<file path="src/verilog/lpc_pkg.sv">
// constants for the sleep-mode polling configuration register bank
package lpc_pkg;
  localparam int          FRAME_BITS    = 32;
  localparam int          ADDR_MSB      = 31;
  localparam int          ADDR_LSB      = 25;
  localparam int          RW_BIT        = 24;
  localparam int          DATA_MSB      = 23;
  localparam int          FAULT_BIT     = 23;
  localparam int          INTERRUPT_FLAG_BIT_BIT    = 22;
  localparam int          RDATA_MSB     = 21;
  localparam logic [6:0]  ADDR_PCUR_SP  = 7'h16;
  localparam logic [6:0]  ADDR_PCUR_SG  = 7'h17;
  localparam logic [6:0]  ADDR_SLOW_SP  = 7'h18;
  localparam int          NUM_SP        = 8;
  localparam int          NUM_SG        = 14;
  localparam logic [23:0] RESET_VALUE   = 24'h000000;
  localparam int          SLOW_FACTOR   = 4;
  // normal sleep polling currents, in microamps
  localparam int          IPOLL_SB_UA   = 2200;
  localparam int          IPOLL_SG_UA   = 1000;
  typedef enum logic [1:0] {
    LPC_SRC_NORMAL_SB = 2'b00,
    LPC_SRC_NORMAL_SG = 2'b01,
    LPC_SRC_WETTING   = 2'b10
  } lpc_src_type;
endpackage

</file>
<file path="src/verilog/lpc_cfg_reg.sv">
// one configuration register with write strobe and registered read
`timescale 1ns/1ps
`default_nettype none
module lpc_cfg_reg
  import lpc_pkg::*;
#(
  parameter int WIDTH = 8
) (
  input  wire logic             i_mclk,
  input  wire logic             i_reset,
  input  wire logic             i_we,
  input  wire logic [WIDTH-1:0] i_wdata,
  output logic      [WIDTH-1:0] o_q
);
  initial begin
    if (WIDTH < 1 || WIDTH > 22) $error("lpc_cfg_reg: WIDTH out of range");
  end

  always_ff @(posedge i_mclk) begin
    if (i_reset) begin
      o_q <= RESET_VALUE[WIDTH-1:0];
    end else if (i_we) begin
      o_q <= i_wdata;
    end
  end
endmodule
`default_nettype wire

</file>
<file path="src/verilog/lpc_poll_cfg.sv">
// sleep-mode polling current and slow polling configuration registers
// Summary of operation
// 32-bit frame: address, read/write, data
// programmable-input current select at 0x16
// zero bit gives normal 2.2/1.0 mA
// one bit uses programmed wetting current
// ground-input current select at 0x17
// ground bit zero 1.0 mA, one wetting
// programmable-input slow polling at 0x18
// slow bit polls four times slower
// reply: fault, interrupt flag, register data
`timescale 1ns/1ps
`default_nettype none
module lpc_poll_cfg
  import lpc_pkg::*;
#(
  parameter int N_SP = NUM_SP,
  parameter int N_SG = NUM_SG
) (
  input  wire logic                  i_mclk,
  input  wire logic                  i_reset,
  input  wire logic                  i_frame_valid,
  input  wire logic [FRAME_BITS-1:0] i_frame,
  input  wire logic                  i_fault_status,
  input  wire logic                  i_interrupt_flag,
  input  wire logic [N_SP-1:0]       i_sp_to_ground,
  input  wire logic                  i_base_poll_tick,
  output logic                       o_reply_valid,
  output logic      [DATA_MSB:0]     o_reply,
  output logic      [2*N_SP-1:0]     o_sp_src,
  output logic      [2*N_SG-1:0]     o_sg_src,
  output logic      [N_SP-1:0]       o_sp_poll_tick,
  output logic      [N_SG-1:0]       o_sg_poll_tick
);
  initial begin
    if (N_SP < 1 || N_SP > 22 || N_SG < 1 || N_SG > 22)
      $error("lpc_poll_cfg: channel count out of range");
  end

  // frame fields
  wire logic [6:0]        frame_addr = i_frame[ADDR_MSB:ADDR_LSB];
  wire logic              frame_wr   = i_frame[RW_BIT];
  wire logic [DATA_MSB:0] frame_data = i_frame[DATA_MSB:0];

  function automatic logic hit(input logic [6:0] a, input logic [6:0] r);
    return a == r;
  endfunction

  wire logic we_pcur_sp = i_frame_valid && frame_wr && hit(frame_addr, ADDR_PCUR_SP);
  wire logic we_pcur_sg = i_frame_valid && frame_wr && hit(frame_addr, ADDR_PCUR_SG);
  wire logic we_slow_sp = i_frame_valid && frame_wr && hit(frame_addr, ADDR_SLOW_SP);

  logic [N_SP-1:0] pcur_sp;
  logic [N_SG-1:0] pcur_sg;
  logic [N_SP-1:0] slow_sp;

  lpc_cfg_reg #(.WIDTH(N_SP)) u_pcur_sp (
    .i_mclk  (i_mclk),
    .i_reset (i_reset),
    .i_we    (we_pcur_sp),
    .i_wdata (frame_data[N_SP-1:0]),
    .o_q     (pcur_sp)
  );
  lpc_cfg_reg #(.WIDTH(N_SG)) u_pcur_sg (
    .i_mclk  (i_mclk),
    .i_reset (i_reset),
    .i_we    (we_pcur_sg),
    .i_wdata (frame_data[N_SG-1:0]),
    .o_q     (pcur_sg)
  );
  lpc_cfg_reg #(.WIDTH(N_SP)) u_slow_sp (
    .i_mclk  (i_mclk),
    .i_reset (i_reset),
    .i_we    (we_slow_sp),
    .i_wdata (frame_data[N_SP-1:0]),
    .o_q     (slow_sp)
  );

  // reply data, taken before any write of the same frame lands
  logic [RDATA_MSB:0] rd_data;
  always_comb begin
    rd_data = '0;
    if (hit(frame_addr, ADDR_PCUR_SP)) rd_data[N_SP-1:0] = pcur_sp;
    else if (hit(frame_addr, ADDR_PCUR_SG)) rd_data[N_SG-1:0] = pcur_sg;
    else if (hit(frame_addr, ADDR_SLOW_SP)) rd_data[N_SP-1:0] = slow_sp;
  end
  wire logic [DATA_MSB:0] reply_d = {i_fault_status, i_interrupt_flag, rd_data};

  always_ff @(posedge i_mclk) begin
    if (i_reset) begin
      o_reply_valid <= 1'b0;
      o_reply       <= RESET_VALUE;
    end else begin
      o_reply_valid <= i_frame_valid;
      if (i_frame_valid) o_reply <= reply_d;
    end
  end

  // per-channel current source selection
  lpc_src_type sp_src_d [N_SP];
  lpc_src_type sg_src_d [N_SG];
  logic [N_SP-1:0] sp_tick_d;
  logic [1:0]      slow_cnt_q;
  wire logic       slow_tick = i_base_poll_tick && (slow_cnt_q == 2'(SLOW_FACTOR - 1));

  genvar g;
  generate
    for (g = 0; g < N_SP; g++) begin : g_sp
      assign sp_src_d[g] = pcur_sp[g] ? LPC_SRC_WETTING :
                           (i_sp_to_ground[g] ? LPC_SRC_NORMAL_SG : LPC_SRC_NORMAL_SB);
      assign sp_tick_d[g] = slow_sp[g] ? slow_tick : i_base_poll_tick;
      always_ff @(posedge i_mclk) begin
        if (i_reset) o_sp_src[2*g+:2] <= LPC_SRC_NORMAL_SB;
        else o_sp_src[2*g+:2] <= sp_src_d[g];
      end
    end
    for (g = 0; g < N_SG; g++) begin : g_sg
      assign sg_src_d[g] = pcur_sg[g] ? LPC_SRC_WETTING : LPC_SRC_NORMAL_SG;
      always_ff @(posedge i_mclk) begin
        if (i_reset) o_sg_src[2*g+:2] <= LPC_SRC_NORMAL_SG;
        else o_sg_src[2*g+:2] <= sg_src_d[g];
      end
    end
  endgenerate

  // divide base poll ticks by four for slow channels
  always_ff @(posedge i_mclk) begin
    if (i_reset) begin
      slow_cnt_q     <= 2'h0;
      o_sp_poll_tick <= '0;
      o_sg_poll_tick <= '0;
    end else begin
      if (i_base_poll_tick) slow_cnt_q <= slow_cnt_q + 2'h1;
      o_sp_poll_tick <= sp_tick_d;
      o_sg_poll_tick <= {N_SG{i_base_poll_tick}};
    end
  end
endmodule
`default_nettype wire

</file>
<file path="config.mk">
export PLATFORM = sky130hd
export DESIGN_NAME = lpc_poll_cfg
export DESIGN_NICKNAME = d
export VERILOG_FILES = /design/src/verilog/lpc_pkg.sv /design/src/verilog/lpc_cfg_reg.sv /design/src/verilog/lpc_poll_cfg.sv
export SDC_FILE = /design/constraint.sdc
export NUM_CORES = 1
export LEC_CHECK = 0
export ABC_CLOCK_PERIOD_IN_PS = 3490
export BUFFER_PORTS_ARGS = -buffer_cell sky130_fd_sc_hd__buf_2
export CAP_MARGIN = 10
export CORE_MARGIN = 2
export CORE_UTILIZATION = 52
export CTS_CLUSTER_SIZE = 12
export DETAILED_ROUTE_END_ITERATION = 7
export GPL_TIMING_DRIVEN = 1
export PLACE_DENSITY = 0.84
export SYNTH_ARGS = -nofsm -noshare
export SYNTH_HDL_FRONTEND = slang
export SYNTH_SLANG_ARGS = --single-unit
</file>
<file path="constraint.sdc">
create_clock -name i_mclk -period 3.49 [get_ports i_mclk]
set_clock_uncertainty 0.15 [all_clocks]
set_input_delay 0.5235 -clock i_mclk [delete_from_list [all_inputs] [get_ports i_mclk]]
set_output_delay 0.5235 -clock i_mclk [all_outputs]
set_load 0.005 [all_outputs]
</file>
==> results.json <==
{
  "status": "finished, final reports clean",
  "antenna_found_initial": 0,
  "num_vias": 2528,
  "yosys-top-cells-area": "dfxtp_1 (57%), mux2i_1 (9.1%), nand2b_1 (6.4%)",
  "critical_path_class": "input pin to flip-flop",
  "yosys_warnings": 0,
  "grt_max_degree": 66,
  "synthCells": 336,
  "drc": 0,
  "maxClockFrequency_mhz": 489,
  "grt_pass1_vias": 2373,
  "syn_area_um2": 3610,
  "drv_cap": 0,
  "period_share": 0.587,
  "pre_cts_slack_ps": 1080,
  "vdd_drop_max_mv": 0.315,
  "start_util": 0.535,
  "wl_per_cell_um": 14.0,
  "power_density_nw_per_um2": 452,
  "required_ps": 3620,
  "start_kind": "input pin",
  "grt-ovfl-total": 0,
  "hold_viol": 0,
  "cts_buffers": 9,
  "nets": 481,
  "rsz0062_at_grt": "false",
  "cts_tree": "done",
  "placed_area_um2": 4080,
  "power.leakage_uw": 0.00211,
  "dieArea_um2": 7630,
  "synth_area_leader_cell": "dfxtp_1",
  "dp_hpwl_um": 5180,
  "first_pass_iters": 4,
  "drtIter0Drc": 112,
  "end_kind": "flip-flop",
  "grt_use_total": 0.198,
  "io_buffer_count": 118,
  "place.gp.congestion": 0.797,
  "setup_viol": 0,
  "ctsHoldBuffers": 0,
  "fin_ws_ps": 1440,
  "n_antenna_cell": 0,
  "hp-class": "input pin to flip-flop",
  "viasPerCell": 4.89,
  "drtAntennaViolNets": 0,
  "final_core_util": 0.626,
  "clkTransAtPathRegs_ps": 90,
  "post_cts_buffers": 0,
  "slew_headroom": 0.342,
  "tightest_slew_ps": 987,
  "root_buffer": "clkbuf_8",
  "synth_cell_types": 28,
  "drive_above_1_share": 0.307,
  "fp.dieW_um": 87.4,
  "cts_resized": 0,
  "critPathArrivalTime_ps": 2180,
  "synth_area_per_cell_um2": 10.8,
  "yosysTopAreaCellShare": 0.565,
  "design_area_um2": 4230,
  "drv_slew": 0,
  "cts_sinks": 102,
  "row_count": 30,
  "ys_ff_latch": 102,
  "totalPowerFinal_uw": 1910,
  "clk_latency_ps": 340,
  "fp.dieH_um": 87.4,
  "period_minus_slack_ps": 2050,
  "wl_um": 7240,
  "clockBufferDepth": 2,
  "path_max_fanout": 16,
  "synthToLayoutAreaGrowth_pct": 17.1,
  "pin_count": 137,
  "ys_seq_area_frac": 0.565,
  "finalSetupTns_ps": 0,
  "core_area_um2": 6760,
  "htreeDepth": 3,
  "grt_first_pass_wirelength_um": 11500
}
-- worst max-delay path, stage by stage --
cell and delay, ps:
buf_2 120, and3b_1 660, and3_1 630, mux2i_1 240
-- metrics by stage --
step | instances | hold WS (ps)
floorplan | 343 | 273
global placement | 503 | 283
detailed placement | 503 | 288
CTS | 517 | 253
global route | 517 | 258
finish | 517 | 268
-- cells in the mapped netlist --
cell type	count
buf_2	4
a22oi_1	8
dfxtp_1	102
nand3_2	1
nor2_1	13
nand2b_1	37
nor2b_1	15
mux2i_1	33
buf_6	2
and4bb_2	1
a21oi_1	14
and3b_1	2
nand4_1	6
conb_1	1
clkbuf_1	5
ha_1	1
and3_1	1
nand4bb_1	1
inv_1	24
o31ai_1	8
or2b_1	8
nor3b_1	10
nand2_1	9
xnor2_1	1
nor4b_4	1
buf_1	3
buf_4	24
nand4_4	1
-- area by class of cell --
class,instances,area (um2)
inverter,24,90.1
fill,562,2520
clock inverter,2,10.0
tap,80,100
sequential,102,2040
multi-input combinational,179,1250
clock buffer,12,145
timing repair buffer,118,591
-- flip-flops by register name, indices dropped and copies added, names as in the netlist --
name            flops
o_reply            16
o_sg_poll_tick      1
o_sg_src           28
slow_cnt_q          2
o_reply_valid       1
o_sp_poll_tick      8
o_sp_src           16
u_pcur_sg.o_q      14
u_pcur_sp.o_q       8
u_slow_sp.o_q       8
-- path summary, 6_finish.rpt --
check,slack [ps],from,depth (start not counted),end
hold reg to reg,300,u_pcur_sp.o_q[7],1,o_sp_src[14]
setup reg to reg,2340,slow_cnt_q[0],3,o_sp_poll_tick[4]
hold / removal,270,i_interrupt_flag,3,o_reply[22]
setup / recovery,1440,i_frame[28],4,u_pcur_sp.o_q[6]
-- layer usage --
metal / track usage / routed length (um)
met5: 0 / 0
met4: 0.0699 / 99
met3: 0.0512 / 326
met2: 0.335 / 3760
met1: 0.244 / 3060
-- power by group --
part           internal, uW  switching, uW  leakage [uW]
clock                   270            348     0.0000821
combinational          52.5           59.6       0.00120
sequential             1180           6.74      0.000828
total                  1500            414       0.00211
-- cell usage in the layout, fill, tap and decap left out, types with 2 or more instances in the layout --
cell      instances
buf_2           118
dfxtp_1         102
nand2b_1         37
mux2i_1          33
inv_1            24
nor2b_1          15
a21oi_1          14
nor2_1           13
nor3b_1          10
clkbuf_8         10
nand2_1           9
or2b_1            8
a22oi_1           8
o31ai_1           8
conb_1            8
nand4_1           6
and3b_1           2
clkbuf_1          2
clkinv_2          2
-- cell families (layout without fill, tap and decap cells) --
| logic type | Yosys count | after routing | share of synthesized area |
|---|---|---|---|
| AND/OR/NAND/NOR | 106 | 106 | 0.189 |
| multiplexers | 33 | 33 | 0.0914 |
| buffers and inverters | 62 | 156 | 0.0949 |
| adder cells (fa/ha/maj) | 1 | 1 | 0.00346 |
| flip-flops | 102 | 102 | 0.565 |
| XOR/XNOR | 1 | 1 | 0.00242 |
| other | 1 | 8 | 0.00104 |
| AO/OA/AOI/OAI | 30 | 30 | 0.0526 |
Power figures use the tool's default switching activity.
